**src/core/gpio_cfg_pkg.sv**
```systemverilog
// Shared constants and types for the remote-capable pin configuration block.
// Assumes a single 100 MHz core clock and an Avalon-MM register master.
package gpio_cfg_pkg;

  // ------------------------------------------------------------------
  // Bus geometry
  // ------------------------------------------------------------------
  localparam int ADDR_W = 8;
  localparam int DATA_W = 32;
  localparam int BE_W   = 4;

  // ------------------------------------------------------------------
  // Register indices; byte address is four times the index
  // ------------------------------------------------------------------
  localparam logic [7:0] IDX_PIN3_CFG  = 8'h1f;
  localparam logic [7:0] IDX_PIN56_CFG = 8'h20;
  localparam logic [7:0] IDX_PIN78_CFG = 8'h21;
  localparam logic [7:0] IDX_PAD_LEVEL = 8'h24;
  localparam logic [7:0] IDX_PORT_CTRL = 8'h25;

  localparam logic [7:0] ADDR_PIN3_CFG  = {IDX_PIN3_CFG[5:0], 2'h0};
  localparam logic [7:0] ADDR_PIN56_CFG = {IDX_PIN56_CFG[5:0], 2'h0};
  localparam logic [7:0] ADDR_PIN78_CFG = {IDX_PIN78_CFG[5:0], 2'h0};
  localparam logic [7:0] ADDR_PAD_LEVEL = {IDX_PAD_LEVEL[5:0], 2'h0};
  localparam logic [7:0] ADDR_PORT_CTRL = {IDX_PORT_CTRL[5:0], 2'h0};

  // ------------------------------------------------------------------
  // Reset values and field positions
  // ------------------------------------------------------------------
  localparam logic [7:0] RST_CFG       = 8'h00;
  localparam logic       RST_PORT_SEL  = 1'b0;
  localparam int         FLD_OUT_VAL   = 3;
  localparam int         FLD_REMOTE    = 2;
  localparam int         FLD_DIR       = 1;
  localparam int         FLD_EN        = 0;
  localparam int         NIB_LO        = 0;
  localparam int         NIB_HI        = 4;
  localparam int         PORT_SEL_BIT  = 0;

  // ------------------------------------------------------------------
  // Pad numbering on the PAD_* vectors
  // ------------------------------------------------------------------
  localparam int NUM_PADS = 6;
  localparam int PAD_PIN3 = 0;
  localparam int PAD_ALT3 = 1;
  localparam int PAD_PIN5 = 2;
  localparam int PAD_PIN6 = 3;
  localparam int PAD_PIN7 = 4;
  localparam int PAD_PIN8 = 5;

  // ------------------------------------------------------------------
  // Types
  // ------------------------------------------------------------------
  // Encoding is {direction, enable}
  typedef enum logic [1:0] {
    MODE_FUNC_OUT = 2'h0,
    MODE_GPIO_OUT = 2'h1,
    MODE_TRISTATE = 2'h2,
    MODE_GPIO_IN  = 2'h3
  } pad_mode_t;

  typedef struct packed {
    logic      out_val;
    logic      remote_en;
    pad_mode_t mode;
  } pin_cfg_t;

  typedef struct packed {
    logic oe;
    logic val;
  } pad_drive_t;

  typedef enum logic [1:0] {
    BUS_IDLE = 2'h1,
    BUS_ACK  = 2'h2
  } bus_state_t;

endpackage

```
**src/core/pin_ctrl.sv**
```systemverilog
// Drive decision for one pad from its 4-bit configuration field.
// Purely combinational; the caller registers the result.
`timescale 1ns/1ps
module pin_ctrl
(
  // Configuration
  input  wire gpio_cfg_pkg::pin_cfg_t   cfg,
  input  wire logic                     routed,
  // Candidate values
  input  wire logic                     func_val,
  input  wire logic                     remote_val,
  // Result
  output gpio_cfg_pkg::pad_drive_t      drive
);

  always_comb
  begin
    drive = '0;
    // Pad not steered by this field: keep it off the wire
    if (!routed)
    begin
      drive = '0;
    end
    else if (cfg.remote_en)
    begin
      drive.oe  = 1'b1;
      drive.val = remote_val;
    end
    else
    begin
      unique case (cfg.mode)
        gpio_cfg_pkg::MODE_FUNC_OUT:
        begin
          drive.oe  = 1'b1;
          drive.val = func_val;
        end
        gpio_cfg_pkg::MODE_GPIO_OUT:
        begin
          drive.oe  = 1'b1;
          drive.val = cfg.out_val;
        end
        gpio_cfg_pkg::MODE_TRISTATE:
        begin
          drive = '0;
        end
        gpio_cfg_pkg::MODE_GPIO_IN:
        begin
          drive = '0;
        end
      endcase
    end
  end

endmodule

```
**src/core/gpio_config_top.sv**
```systemverilog
// Register file and pad control for pins 3, 5, 6, 7, 8 and second-port pin 3.
// Assumes an Avalon-MM master with waitrequest and pad inputs synchronous to CLK.
`timescale 1ns/1ps
module gpio_config_top
(
  // Clock and reset
  input  wire logic                              CLK,
  input  wire logic                              SRST,
  // Avalon-MM slave
  input  wire logic [gpio_cfg_pkg::ADDR_W-1:0]   AVS_ADDRESS,
  input  wire logic                              AVS_READ,
  input  wire logic                              AVS_WRITE,
  input  wire logic [gpio_cfg_pkg::BE_W-1:0]     AVS_BYTEENABLE,
  input  wire logic [gpio_cfg_pkg::DATA_W-1:0]   AVS_WRITEDATA,
  output logic      [gpio_cfg_pkg::DATA_W-1:0]   AVS_READDATA,
  output logic                                   AVS_WAITREQUEST,
  // Second-port routing for the pin-3 field
  input  wire logic                              PORT_SEL,
  // Pad sources
  input  wire logic [gpio_cfg_pkg::NUM_PADS-1:0] PAD_FUNC,
  input  wire logic [gpio_cfg_pkg::NUM_PADS-1:0] PAD_REMOTE,
  input  wire logic [gpio_cfg_pkg::NUM_PADS-1:0] PAD_IN,
  // Pad drivers
  output logic      [gpio_cfg_pkg::NUM_PADS-1:0] PAD_OUT,
  output logic      [gpio_cfg_pkg::NUM_PADS-1:0] PAD_OE
);

  // ----------------------------------------------------------------
  // Decode helpers
  // ----------------------------------------------------------------
  function automatic logic [7:0] read_mux(input logic [7:0] addr,
                                          input logic [7:0] r3,
                                          input logic [7:0] r56,
                                          input logic [7:0] r78,
                                          input logic [5:0] lvl,
                                          input logic       psel);
    logic [7:0] d;
    d = 8'h00;
    unique case (addr)
      gpio_cfg_pkg::ADDR_PIN3_CFG:  d = r3;
      gpio_cfg_pkg::ADDR_PIN56_CFG: d = r56;
      gpio_cfg_pkg::ADDR_PIN78_CFG: d = r78;
      gpio_cfg_pkg::ADDR_PAD_LEVEL: d = {2'h0, lvl};
      gpio_cfg_pkg::ADDR_PORT_CTRL: d = {7'h00, psel};
      default:                      d = 8'h00;
    endcase
    return d;
  endfunction

  function automatic gpio_cfg_pkg::pin_cfg_t pad_field(input int idx,
                                                       input logic [7:0] r3,
                                                       input logic [7:0] r56,
                                                       input logic [7:0] r78);
    logic [3:0] n;
    n = 4'h0;
    unique case (idx)
      gpio_cfg_pkg::PAD_PIN3: n = r3[gpio_cfg_pkg::NIB_LO +: 4];
      gpio_cfg_pkg::PAD_ALT3: n = r3[gpio_cfg_pkg::NIB_LO +: 4];
      gpio_cfg_pkg::PAD_PIN5: n = r56[gpio_cfg_pkg::NIB_LO +: 4];
      gpio_cfg_pkg::PAD_PIN6: n = r56[gpio_cfg_pkg::NIB_HI +: 4];
      gpio_cfg_pkg::PAD_PIN7: n = r78[gpio_cfg_pkg::NIB_LO +: 4];
      default:                n = r78[gpio_cfg_pkg::NIB_HI +: 4];
    endcase
    return gpio_cfg_pkg::pin_cfg_t'(n);
  endfunction

  // ----------------------------------------------------------------
  // Bus slave state
  // ----------------------------------------------------------------
  gpio_cfg_pkg::bus_state_t state_r;
  gpio_cfg_pkg::bus_state_t state_nxt;
  logic                     wait_r;
  logic                     wait_nxt;
  logic [31:0]              rdata_r;
  logic [31:0]              rdata_nxt;
  logic [7:0]               pin3_cfg_r;
  logic [7:0]               pin3_cfg_nxt;
  logic [7:0]               pin56_cfg_r;
  logic [7:0]               pin56_cfg_nxt;
  logic [7:0]               pin78_cfg_r;
  logic [7:0]               pin78_cfg_nxt;
  logic                     port_sel_r;
  logic                     port_sel_nxt;
  logic [5:0]               level_r;
  logic                     commit;

  // One wait cycle, then a single acknowledge cycle
  assign commit = (state_r == gpio_cfg_pkg::BUS_ACK) && AVS_WRITE && AVS_BYTEENABLE[0];

  always_comb
  begin
    state_nxt     = state_r;
    wait_nxt      = wait_r;
    rdata_nxt     = rdata_r;
    pin3_cfg_nxt  = pin3_cfg_r;
    pin56_cfg_nxt = pin56_cfg_r;
    pin78_cfg_nxt = pin78_cfg_r;
    port_sel_nxt  = port_sel_r;
    unique case (state_r)
      gpio_cfg_pkg::BUS_IDLE:
      begin
        if (AVS_READ || AVS_WRITE)
        begin
          state_nxt = gpio_cfg_pkg::BUS_ACK;
          wait_nxt  = 1'b0;
          rdata_nxt = {24'h000000, read_mux(AVS_ADDRESS, pin3_cfg_r, pin56_cfg_r,
                                            pin78_cfg_r, level_r, port_sel_r)};
        end
      end
      gpio_cfg_pkg::BUS_ACK:
      begin
        state_nxt = gpio_cfg_pkg::BUS_IDLE;
        wait_nxt  = 1'b1;
        if (commit)
        begin
          unique case (AVS_ADDRESS)
            gpio_cfg_pkg::ADDR_PIN3_CFG:  pin3_cfg_nxt  = AVS_WRITEDATA[7:0];
            gpio_cfg_pkg::ADDR_PIN56_CFG: pin56_cfg_nxt = AVS_WRITEDATA[7:0];
            gpio_cfg_pkg::ADDR_PIN78_CFG: pin78_cfg_nxt = AVS_WRITEDATA[7:0];
            gpio_cfg_pkg::ADDR_PORT_CTRL:
              port_sel_nxt = AVS_WRITEDATA[gpio_cfg_pkg::PORT_SEL_BIT];
            default:                      port_sel_nxt = port_sel_r;
          endcase
        end
      end
      default:
      begin
        state_nxt = gpio_cfg_pkg::BUS_IDLE;
        wait_nxt  = 1'b1;
      end
    endcase
  end

  always_ff @(posedge CLK)
  begin
    if (SRST)
    begin
      state_r     <= gpio_cfg_pkg::BUS_IDLE;
      wait_r      <= 1'b1;
      rdata_r     <= '0;
      pin3_cfg_r  <= gpio_cfg_pkg::RST_CFG;
      pin56_cfg_r <= gpio_cfg_pkg::RST_CFG;
      pin78_cfg_r <= gpio_cfg_pkg::RST_CFG;
      port_sel_r  <= gpio_cfg_pkg::RST_PORT_SEL;
    end
    else
    begin
      state_r     <= state_nxt;
      wait_r      <= wait_nxt;
      rdata_r     <= rdata_nxt;
      pin3_cfg_r  <= pin3_cfg_nxt;
      pin56_cfg_r <= pin56_cfg_nxt;
      pin78_cfg_r <= pin78_cfg_nxt;
      port_sel_r  <= port_sel_nxt;
    end
  end

  assign AVS_WAITREQUEST = wait_r;
  assign AVS_READDATA    = rdata_r;

  // ----------------------------------------------------------------
  // Pad control
  // ----------------------------------------------------------------
  // Strap and register bit both may steer the field to the second port
  logic                     sel_alt;
  gpio_cfg_pkg::pin_cfg_t   pad_cfg [gpio_cfg_pkg::NUM_PADS];
  logic [5:0]               pad_routed;
  gpio_cfg_pkg::pad_drive_t drv [gpio_cfg_pkg::NUM_PADS];
  logic [5:0]               out_nxt;
  logic [5:0]               oe_nxt;
  logic [5:0]               out_r;
  logic [5:0]               oe_r;

  assign sel_alt = port_sel_r | PORT_SEL;

  genvar gi;
  generate
    for (gi = 0; gi < gpio_cfg_pkg::NUM_PADS; gi++)
    begin : g_pad
      assign pad_cfg[gi] = pad_field(gi, pin3_cfg_r, pin56_cfg_r, pin78_cfg_r);
      assign pad_routed[gi] = (gi == gpio_cfg_pkg::PAD_PIN3) ? !sel_alt :
                              (gi == gpio_cfg_pkg::PAD_ALT3) ? sel_alt : 1'b1;
      pin_ctrl u_pin
      (
        .cfg        (pad_cfg[gi]),
        .routed     (pad_routed[gi]),
        .func_val   (PAD_FUNC[gi]),
        .remote_val (PAD_REMOTE[gi]),
        .drive      (drv[gi])
      );
      assign out_nxt[gi] = drv[gi].val;
      assign oe_nxt[gi]  = drv[gi].oe;
    end
  endgenerate

  always_ff @(posedge CLK)
  begin
    if (SRST)
    begin
      out_r   <= '0;
      oe_r    <= '0;
      level_r <= '0;
    end
    else
    begin
      out_r   <= out_nxt;
      oe_r    <= oe_nxt;
      level_r <= PAD_IN;
    end
  end

  assign PAD_OUT = out_r;
  assign PAD_OE  = oe_r;

  generate
    for (gi = 0; gi < gpio_cfg_pkg::NUM_PADS; gi++)
    begin : g_chk

    end
  endgenerate
endmodule

```
**config.mk**
```make
export PLATFORM = sky130hd
export DESIGN_NAME = gpio_config_top
export DESIGN_NICKNAME = d
export VERILOG_FILES = /design/src/core/gpio_cfg_pkg.sv /design/src/core/pin_ctrl.sv /design/src/core/gpio_config_top.sv
export SDC_FILE = /design/constraint.sdc
export NUM_CORES = 1
export LEC_CHECK = 0
export BUFFER_PORTS_ARGS = -buffer_cell sky130_fd_sc_hd__buf_4
export CAP_MARGIN = 20
export CORE_MARGIN = 3
export CORE_UTILIZATION = 35
export DETAILED_ROUTE_END_ITERATION = 16
export REMOVE_ABC_BUFFERS = 1
export SYNTH_ARGS = -nofsm -noshare
export SYNTH_HDL_FRONTEND = slang
export SYNTH_SLANG_ARGS = --single-unit
```
**constraint.sdc**
```tcl
create_clock -name CLK -period 3 [get_ports CLK]
set_input_delay 0.6 -clock CLK [delete_from_list [all_inputs] [get_ports CLK]]
set_output_delay 0.6 -clock CLK [all_outputs]
set_load 0.005 [all_outputs]
```
==> impl_results.md, run 1 <==
- Cell taking the most area after synthesis: dfxtp_1
- Share of layout cells above drive strength 1: 25.00%
- Gate power share: about 9%
- Post-CTS setup buffers: 0
- Final setup vio count: 0
- Vias in the first global route: between 1.5k and 2k
- Sink Count: 53
- Clk_skew: between 4 and 5 ps
- Max FO, Critical Path: 8
- Slowest cell on crit path: or4b_4
- Post-CTS resize count: 0
- CTS tree: yes
- Unrepaired setup endpoints after global routing: no
- Fin Setup TNS: 0 ps
- Hold Vio Cnt, Final: 0
- VDD IR max: roughly 0.00022 V
- Fmax: 498.7 MHz
- CP Buf/Inv Count: 1
- DRC viols: 0
- Syn Std Cell Area: around 2300 um2
- Setup Crit Path Kind: input pin to flip-flop
- Synth top area share: about 45%
- Placement Setup Slack: about 700 ps
- Worst Setup End Kind: flip-flop
- CTS root buf: clkbuf_8
- Delay-heaviest family, CP: simple AND/OR/NAND/NOR gates
- Die ar.: ~7700 um2
- Total grt overflow: 0
- Avg Cell Area, Syn: around 9.7 um2
- First-pass GRT wire length: about 8300 um
- Total power: 1.329 mW
- Number of synthesized register bits: 53
- Outcome: completed
- Final Cycle Share: 66.84%
- Switching pwr: 0.2783 mW
- Worst slew margin: a little over half
- Worst Tran Pin Value: about 710 ps
- Worst-path clk slew: ~90 ps
- Most common cell after layout, fill and taps aside: buf_4
- Number of routed nets with antenna violations: 0
- HPWL after DPL: roughly 4000 um
- Util after Layout: between 40% and 50%
- Post-synthesis cell count: 242
- H-tree Lvls: 2
- Worst Hold Depth: 2
- Initial antenna violation count: 0
- Drt initial violations: 94
- Net Sw Frac: 20.94%
- I/O pin total: ~110
- CP Data Required Time: approximately 3200 ps
- Clock Latency Late Sink: approximately 300 ps
- Post-synth cell types: 40
- Routability cong.: 0.7994
- Drt pass-1 iters: 4
- Total global-route track usage: 14.02%
- Top cells by area, synth: dfxtp_1 45%, mux2i_1 14%, buf_4 7.7%, nor2_1 5.0%, a22oi_1 3.5%
- Filler-free cell count of the finished design: 377
- Avg WL per Cell: about 14 um
- Die Span Y: 87.89 um
- Final Instance Area: about 2900 um2
- Nets@finish: around 370
- Synth-to-layout area growth: 21.91%
- Initial core utilization: between 30% and 40%
- Site Rows: 29
- Via density: about 4.8
- PortBufs: 60
- Clock Power Share: 36.8%
- YS warnings: 0
- Worst path max stage delay: between 500 and 600 ps
- Clk buf depth: 2
- Post-DP Area: roughly 2700 um2
- Commonest non-fill, non-tap cells in the layout: 61 x buf_4, 53 x dfxtp_1, 32 x mux2i_1
- Via count: 1796
- Worst hold slack: 465.0 ps
- Largest net degree at the start of global routing: 42
- Setup ws final: slightly below 1000 ps
- Final Critical Period: approximately 2000 ps
- Placed Instances: between 300 and 400
- CP arrival: 2180 ps
- Power Dens Cells: approximately 460 nW/um2
- Crit path cell chain: buf_4 -> or4b_4 -> nor2b_4 -> nand2b_1 -> mux2i_1 -> nor2_1
- Startpoint Class: input pin
- Total core area: 6422 um2
- Post-synthesis sequential area ratio: 45.20%
- Worst R2R Path Depth: 5
- Final max-slew violation count: 0
- Internal power: 1.051 mW
- Post-Route WL: about 5200 um
- CP Depth: 6
- Die Wd: ~88 um
- N_diodes: 0
- Cts bufs inserted: 5
- Hold_buf cts: 0
- Sequential share of power: a little over half
- Min-delay worst type: input pin to flip-flop
- Leak pwr: between 1 and 1.5 nW
- Maxcap violations: 0
power groups by stage:
stage / Clock (mW) / Combinational [mW] / Sequential [mW]
2_1_floorplan: 0 / 0.0372 / 0.740
3_3_place_gp: 0 / 0.118 / 0.740
3_5_place_dp: 0 / 0.118 / 0.739
4_1_cts: 0.505 / 0.119 / 0.723
5_1_grt: 0.536 / 0.132 / 0.725
6_report: 0.489 / 0.117 / 0.723
kinds of logic after synthesis:
logic type / share of synthesized area, %
AOI/OAI and AO/OA: 11.89
buffers and inverters: 11.62
DFF: 45.20
muxes: 14.13
other: 0.1598
and+or+nand+nor: 17.00
cell usage after synthesis (all sizes together):
master	count
a21oi	5
a221oi	2
a22o	4
a22oi	11
a2bb2oi	2
and2	1
and3	1
and4	1
and4b	1
buf	30
clkbuf	4
conb	1
dfxtp	53
inv	8
mux2	1
mux2i	32
nand2	10
nand2b	2
nand3	1
nand3b	1
nand4	1
nand4b	1
nor2	33
nor2b	10
nor3	3
nor3b	1
nor4	4
nor4b	1
o211a	4
o211ai	1
o21ai	7
o22ai	3
or3b	1
or4b	1
metal layers:
metal	routed length [um]	vias to the layer above	GRT usage, %
met1	2446	806	19.01
met5	0	-	0
met2	2301	72	21.99
li1	-	911	-
met4	74	0	5.439
met3	373	7	2.728
cell type report:
class	count	area [um2]
Tap cell	77	96.34
Clock buffer	7	86.33
Multi-Input combinational cell	170	1100
Sequential cell	53	1061
Fill cell	657	3561
Timing Repair Buffer	61	457.9
Inverter	8	30.03
Clock inverter	1	30.03
flip-flops by register name, indices dropped and copies added (netlist names):
signal / count
pin3_cfg_r: 8
level_r: 6
port_sel_r: 1
PAD_OE: 6
PAD_OUT: 6
state_r: 2
pin78_cfg_r: 8
pin56_cfg_r: 8
AVS_READDATA: 8
worst paths after layout:
path,startpoint,endpoint,slack [ps]
worst max-delay path,AVS_ADDRESS[4],pin56_cfg_r[4]$_SDFFE_PP0P_,990
worst min-delay path,PORT_SEL,PAD_OUT[0]$_SDFF_PP0_,470
worst max register to register,state_r[0]$_SDFFE_PP1P_,pin78_cfg_r[4]$_SDFFE_PP0P_,1310
worst min register to register,AVS_READDATA[1]$_SDFFE_PP0P_,AVS_READDATA[1]$_SDFFE_PP0P_,470
(Power assumes the default switching activity.)
==> run 2: changes to the inputs <==
--- a/config.mk
+++ b/config.mk
@@ -10,6 +10,7 @@
 export CORE_MARGIN = 3
 export CORE_UTILIZATION = 35
 export DETAILED_ROUTE_END_ITERATION = 16
+export PLACE_DENSITY = 0.66
 export REMOVE_ABC_BUFFERS = 1
 export SYNTH_ARGS = -nofsm -noshare
 export SYNTH_HDL_FRONTEND = slang
==> constraint.sdc (replaced) <==
create_clock -name CLK -period 1.8 [get_ports CLK]
set_input_delay 0.36 -clock CLK [delete_from_list [all_inputs] [get_ports CLK]]
set_output_delay 0.36 -clock CLK [all_outputs]
set_load 0.005 [all_outputs]
==> run 2 against run 1 <==
Against the previous run: cell count up 3.7%; worst setup slack worse by 680 ps; hold slack worse by 250 ps; global-route usage up 0.50 points; register-to-register slack worse by 970 ps; clock skew up 2.6 ps; combinational power up 85%; critical endpoint is now AVS_READDATA[3]$_SDFFE_PP0P_; largest cell class unchanged; largest power group unchanged.
==> impl_results.md, run 2 (synthesis results as in run 1) <==
- Outcome: completed
- Leak pwr: about 1.4 nW
- Hold_buf cts: 0
- Min-delay worst type: input pin to flip-flop
- Setup ws final: 319.6 ps
- Total global-route track usage: between 10% and 20%
- Sink Count: 53
- Synth-to-layout area growth: 27.45%
- H-tree Lvls: 2
- Multi-input gate area: roughly 1100 um2
- Via density: approximately 4.8
- Post-Route WL: approximately 5400 um
- Initial core utilization: 36.55%
- Worst Setup End Kind: flip-flop
- Crit path cell chain: buf_4 -> or4b_4 -> nor2_2 -> a22oi_1 -> o22ai_1 -> a22o_1
- Max FO, Critical Path: 4
- Avg WL per Cell: 13.75 um
- Unrepaired setup endpoints after global routing: no
- CTS tree: yes
- First-pass GRT wire length: approximately 8600 um
- I/O pin total: 112
- Die Wd: 87.89 um
- Power Dens Cells: approximately 700 nW/um2
- Maxcap violations: 0
- Worst R2R Path Depth: 6
- CP Data Required Time: a little over 2000 ps
- Filler-free cell count of the finished design: just under 400
- Drt initial violations: approximately 120
- Site Rows: 29
- Vias in the first global route: 1759
- FF-to-FF setup slack: roughly 340 ps
- Routability cong.: ~0.84
- Worst Hold Depth: 2
- Cts bufs inserted: 5
- Reg area: ~1100 um2
- Final max-slew violation count: 0
- Clk_skew: between 7 and 8 ps
- Initial antenna violation count: 0
- Share of layout cells above drive strength 1: around 29%
- Commonest non-fill, non-tap cells in the layout: 71 x buf_4, 53 x dfxtp_1, 32 x mux2i_1
- DRC viols: 0
- N_diodes: 0
- CP arrival: approximately 1700 ps
- Post-CTS setup buffers: 0
- Slowest cell on crit path: or4b_4
- Worst path max stage delay: 560 ps
- Placement Setup Slack: approximately 7.7 ps
- FF-to-FF Start: state_r[0]$_SDFFE_PP1P_
- Post-CTS resize count: 0
- Fmax: slightly below 700 MHz
- Final Cycle Share: about 82%
- R2r endpoint: pin78_cfg_r[4]$_SDFFE_PP0P_
- Worst hold slack: approximately 220 ps
- HPWL after DPL: 4264 um
- Worst-path clk slew: about 90 ps
- Most common cell after layout, fill and taps aside: buf_4
- Number of routed nets with antenna violations: 0
- Setup Crit Path Kind: input pin to flip-flop
- PortBufs: 60
- Die Span Y: between 80 and 90 um
- Total core area: 6422 um2
- Via count: 1870
- Delay-heaviest family, CP: simple AND/OR/NAND/NOR gates
- Worst hold path startpoint: PORT_SEL
- VDD IR max: about 0.00028 V
- Fin Setup TNS: 0 ps
- Startpoint Class: input pin
- Final Critical Period: approximately 1500 ps
- CP Buf/Inv Count: 1
- Largest net degree at the start of global routing: 40
- CTS root buf: clkbuf_8
- Nets@finish: 380
- Total grt overflow: 0
- Placed Instances: around 380
- Clock Latency Late Sink: about 310 ps
- Die ar.: 7725 um2
- Drt pass-1 iters: 4
- Min-Delay Endpoint: PAD_OUT[0]$_SDFF_PP0_
- Fillers: 640
- Clk buf depth: 2
- Final setup vio count: 0
- Hold Vio Cnt, Final: 0
==> run 2: changes by cell type in the layout (fill, tap and decap cells not counted) <==
cell       delta
clkinv_4      +2
clkinv_2      +1
buf_12        +4
buf_4        +10
clkbuf_1      -1
bufinv_16     -1
clkbuf_8      -1
==> run 2: metrics by stage <==
stage               area [um2]  power [mW]  utilization [%]
floorplan                 2191       1.295                -
global placement          2900       1.448            45.16
detailed placement        2900       1.448            45.16
CTS                       2992       2.121            46.58
global route              2992       2.206            46.58
finish                    2992       2.096            46.58
==> run 2: worst max path at each step <==
stage                                 start                      endpoint  slack, ps  cells past startpoint
global route        state_r[0]$_SDFFE_PP1P_   pin78_cfg_r[5]$_SDFFE_PP0P_        140                      6
floorplan                    AVS_ADDRESS[5]   pin56_cfg_r[0]$_SDFFE_PP0P_        130                      5
CTS                 state_r[0]$_SDFFE_PP1P_   pin78_cfg_r[4]$_SDFFE_PP0P_        320                      6
global placement             AVS_ADDRESS[4]  AVS_READDATA[3]$_SDFFE_PP0P_         -5                      6
finish                       AVS_ADDRESS[4]  AVS_READDATA[3]$_SDFFE_PP0P_        320                      6
detailed placement           AVS_ADDRESS[4]  AVS_READDATA[3]$_SDFFE_PP0P_          8                      6
==> run 2: layer usage <==
layer	share of wire, %	vias up	GRT usage [%]
met4	1.2	0	4.603
met2	43	67	21.44
li1	-	944	-
met3	6.5	6	3.669
met1	50	853	20.71
met5	0	-	0
==> run 2: cell type report <==
type / count / area share, %
clock buffers: 5 / 2.300
clock inverters: 3 / 0.7528
inverters: 8 / 1.004
multi-input cells: 170 / 36.76
flip-flops and latches: 53 / 35.47
well taps: 77 / 3.220
repair buffers: 75 / 20.49
==> run 2: report_power, final <==
| part | switching [mW] | total, mW | leakage (nW) | internal [mW] |
|---|---|---|---|---|
| registers | 0.00814 | 1.20 | 0.432 | 1.20 |
| logic | 0.0997 | 0.216 | 0.903 | 0.116 |
| clock network | 0.398 | 0.675 | 0.0481 | 0.277 |
| total | 0.506 | 2.10 | 1.38 | 1.59 |
==> run 3: changes to the inputs <==
--- a/config.mk
+++ b/config.mk
@@ -5,12 +5,12 @@
 export SDC_FILE = /design/constraint.sdc
 export NUM_CORES = 1
 export LEC_CHECK = 0
+export ABC_AREA = 1
 export BUFFER_PORTS_ARGS = -buffer_cell sky130_fd_sc_hd__buf_4
 export CAP_MARGIN = 20
 export CORE_MARGIN = 3
 export CORE_UTILIZATION = 35
 export DETAILED_ROUTE_END_ITERATION = 16
-export PLACE_DENSITY = 0.66
 export REMOVE_ABC_BUFFERS = 1
 export SYNTH_ARGS = -nofsm -noshare
 export SYNTH_HDL_FRONTEND = slang
==> constraint.sdc (replaced) <==
create_clock -name CLK -period 1.4 [get_ports CLK]
set_input_delay 0.28 -clock CLK [delete_from_list [all_inputs] [get_ports CLK]]
set_output_delay 0.28 -clock CLK [all_outputs]
set_load 0.005 [all_outputs]
==> run 3 against run 2 <==
Against the previous run: largest power group unchanged; utilization grew 0.34 points; register-to-register slack worse by 260 ps; worst setup slack worse by 240 ps; critical path depth is the same; cell count increased by 25%; critical endpoint is now pin3_cfg_r[5]$_SDFFE_PP0P_.
==> impl_results.md, run 3 <==
- Worst path max stage delay: about 320 ps
- Worst hold path startpoint: PAD_IN[1]
- Outcome: completed
- Cell taking the most area after synthesis: dfxtp_1
- Die Wd: roughly 90 um
- Clk buf depth: 2
- CTS root buf: clkbuf_8
- Synth-to-layout area growth: 25.41%
- Startpoint Class: flip-flop
- Worst Setup End Kind: flip-flop
- Post-synthesis sequential area ratio: a little over two fifths
- Multi-input gate area: 1074 um2
- Fmax: 757.6 MHz
- Initial core utilization: roughly 37%
- First-pass GRT wire length: 9818 um
- Worst R2R Path Depth: 6
- Initial antenna violation count: 0
- Reg area: 1062 um2
- Post-synthesis cell count: between 300 and 400
- Sink Count: 53
- CP Data Required Time: around 1600 ps
- Syn Std Cell Area: about 2500 um2
- Clock Latency Late Sink: roughly 300 ps
- Most frequent cell after synthesis: dfxtp_1
- Via density: 4.398
- Setup Crit Path Kind: flip-flop to flip-flop
- H-tree Lvls: 2
- Vias in the first global route: 2030
- Post-synth cell types: 29
- Number of synthesized register bits: 53
- Avg WL per Cell: between 10 and 15 um
- Met3 routed WL: 329 um
- Clk_skew: around 7.1 ps
- CP arrival: roughly 1500 ps
- VDD IR max: a little under 0.0004 V
- Number of routed nets with antenna violations: 0
- HPWL after DPL: around 4700 um
- Maxcap violations: 0
- I/O pin total: 112
- FF-to-FF setup slack: 80 ps
- Synth Flop Type: dfxtp_1
- Placed Instances: approximately 480
- Share of layout cells above drive strength 1: 26.65%
- Leak pwr: 1.464 nW
- Worst Hold Depth: 3
- Total core area: 6568 um2
- DRC viols: 0
- Via count: 2142
- Final setup vio count: 0
- Most common cell after layout, fill and taps aside: buf_4
- Filler-free cell count of the finished design: between 400 and 500
- Unrepaired setup endpoints after global routing: yes
- PortBufs: 60
- Routability cong.: 0.8789
- Fin Setup TNS: 0 ps
- Cts bufs inserted: 5
- Nets@finish: 460
- Final Cycle Share: a little over nine tenths
- CTS tree: yes
- Power Dens Cells: a little over 900 nW/um2
- Synth top area share: a little over two fifths
- Max FO, Critical Path: 16
- M1 wire length: between 2000 and 3000 um
- YS warnings: 0
- FF-to-FF Start: state_r[0]$_SDFFE_PP1P_
- Post-Route WL: between 5000 and 6000 um
- Post-synth ARST share: 0%
- Total global-route track usage: between 10 and 15%
- Fillers: 686
- N_diodes: 0
- Die ar.: 8062 um2
- Avg Cell Area, Syn: between 7 and 8 um2
- Drt pass-1 iters: 4
- Post-DP Area: 2968 um2
- Largest net degree at the start of global routing: 25
- R2r endpoint: pin3_cfg_r[5]$_SDFFE_PP0P_
- Crit path cell chain: inv_1 -> nand4_1 -> inv_2 -> nand2_4 -> o21ai_0 -> a21oi_1
- Final max-slew violation count: 0
- Min-delay worst type: input pin to flip-flop
- Top Metal Used: met4
- Number of flops mapped to enable cells by yosys: 0
- Top cells by area, synth: dfxtp_1 43%, a21oi_1 7.5%, buf_4 7.3%, inv_1 6.4%, nand2_1 6.1%
- Hold Vio Cnt, Final: 0
- Final Instance Area: 3082 um2
- Worst-path clk slew: around 100 ps
- Min-Delay Endpoint: level_r[1]$_SDFF_PP0_
- Util after Layout: between 40% and 50%
- Drt initial violations: 60
- Post-synth top cells: 53 x dfxtp_1, 42 x inv_1, 40 x nand2_1, 37 x a21oi_1, 29 x nand3_1
- Total grt overflow: 0
- Site Rows: 29
- Final Critical Period: roughly 1300 ps
- Met2 wire length: around 2800 um
- Slowest cell on crit path: dfxtp_1
- Die Span Y: around 90 um
- Commonest non-fill, non-tap cells in the layout: 74 x buf_4, 52 x dfxtp_1, 42 x inv_1
[run 3: cell types whose count changed after synthesis, sizes merged, moves of 3 or more]
cell	before	now
nor4	4	0
inv	8	44
mux2i	32	0
a22oi	11	0
nor2b	10	0
a21oi	5	38
o22ai	3	0
nand3	1	29
a22o	4	0
o211a	4	0
nand2	10	46
o21ai	7	31
[run 3: how the worst max path moves through the flow]
stage | from | end | slack, ps | cells past startpoint
2_1_floorplan | state_r[0]$_SDFFE_PP1P_ | AVS_READDATA[0]$_SDFFE_PP0P_ | 170 | 5
3_3_place_gp | AVS_ADDRESS[0] | pin56_cfg_r[4]$_SDFFE_PP0P_ | 60 | 9
3_5_place_dp | AVS_ADDRESS[0] | AVS_READDATA[4]$_SDFFE_PP0P_ | 40 | 9
4_1_cts | state_r[1]$_SDFFE_PP0P_ | pin3_cfg_r[2]$_SDFFE_PP0P_ | 40 | 5
5_1_grt | state_r[0]$_SDFFE_PP1P_ | AVS_READDATA[1]$_SDFFE_PP0P_ | -10 | 6
6_report | state_r[0]$_SDFFE_PP1P_ | pin3_cfg_r[5]$_SDFFE_PP0P_ | 80 | 6
[run 3: through the flow]
stage	total power [mW]	worst slack (ps)	hold slack [ps]
final	2.793	80.04	172.9
after global routing	2.912	-10.22	176.2
after global placement	1.911	59.30	431.3
after CTS	2.811	40.54	171.4
after floorplan	1.718	169.0	349.1
after detailed placement	1.914	44.08	436.2
[run 3: power by group]
part / total (mW) / switching [mW] / leakage [nW] / internal [mW]
Combinational: 0.330 / 0.170 / 0.980 / 0.160
Clock: 0.908 / 0.506 / 0.0512 / 0.402
Sequential: 1.56 / 0.0126 / 0.433 / 1.54
[run 3: kinds of logic (layout without fill, tap and decap cells)]
| family | count (synthesis) | after routing | share of synthesized area, % |
|---|---|---|---|
| and+or+nand+nor | 114 | 114 | 23.32 |
| buffers and inverters | 77 | 128 | 16.65 |
| AOI/OAI and AO/OA | 75 | 75 | 16.70 |
| DFF | 53 | 53 | 43.18 |
| other | 1 | 24 | 0.1526 |
[run 3: repair_timing]
item / CTS / global route
buffers inserted: 0 / 1
endpoints found under the setup margin: 0 / 11
hold buffers: 0 / 0
resized for setup: 0 / 4
[run 3: layer usage]
layer	track usage, %	up-vias
met3	3.422	2
met2	25.13	62
met1	18.81	950
met5	0	-
met4	3.448	0
li1	-	1128
[run 3: layout make-up]
class                           count  share of cell area (%)
Multi-Input combinational cell    213                   34.84
Sequential cell                    53                   34.47
Timing Repair inverter              1                  0.1624
Clock buffer                        6                   2.680
Inverter                           45                   5.603
Timing Repair Buffer               74                   18.03
Clock inverter                      2                  0.4466
Tap cell                           93                   3.776
[run 3: worst max-delay path, delay by kind of cell, from the launching register on]
family	cells	cell delay (ps)
buffers and inverters	2	300
flip-flops	1	320
AO/OA/AOI/OAI	2	240
AND/OR/NAND/NOR	2	360
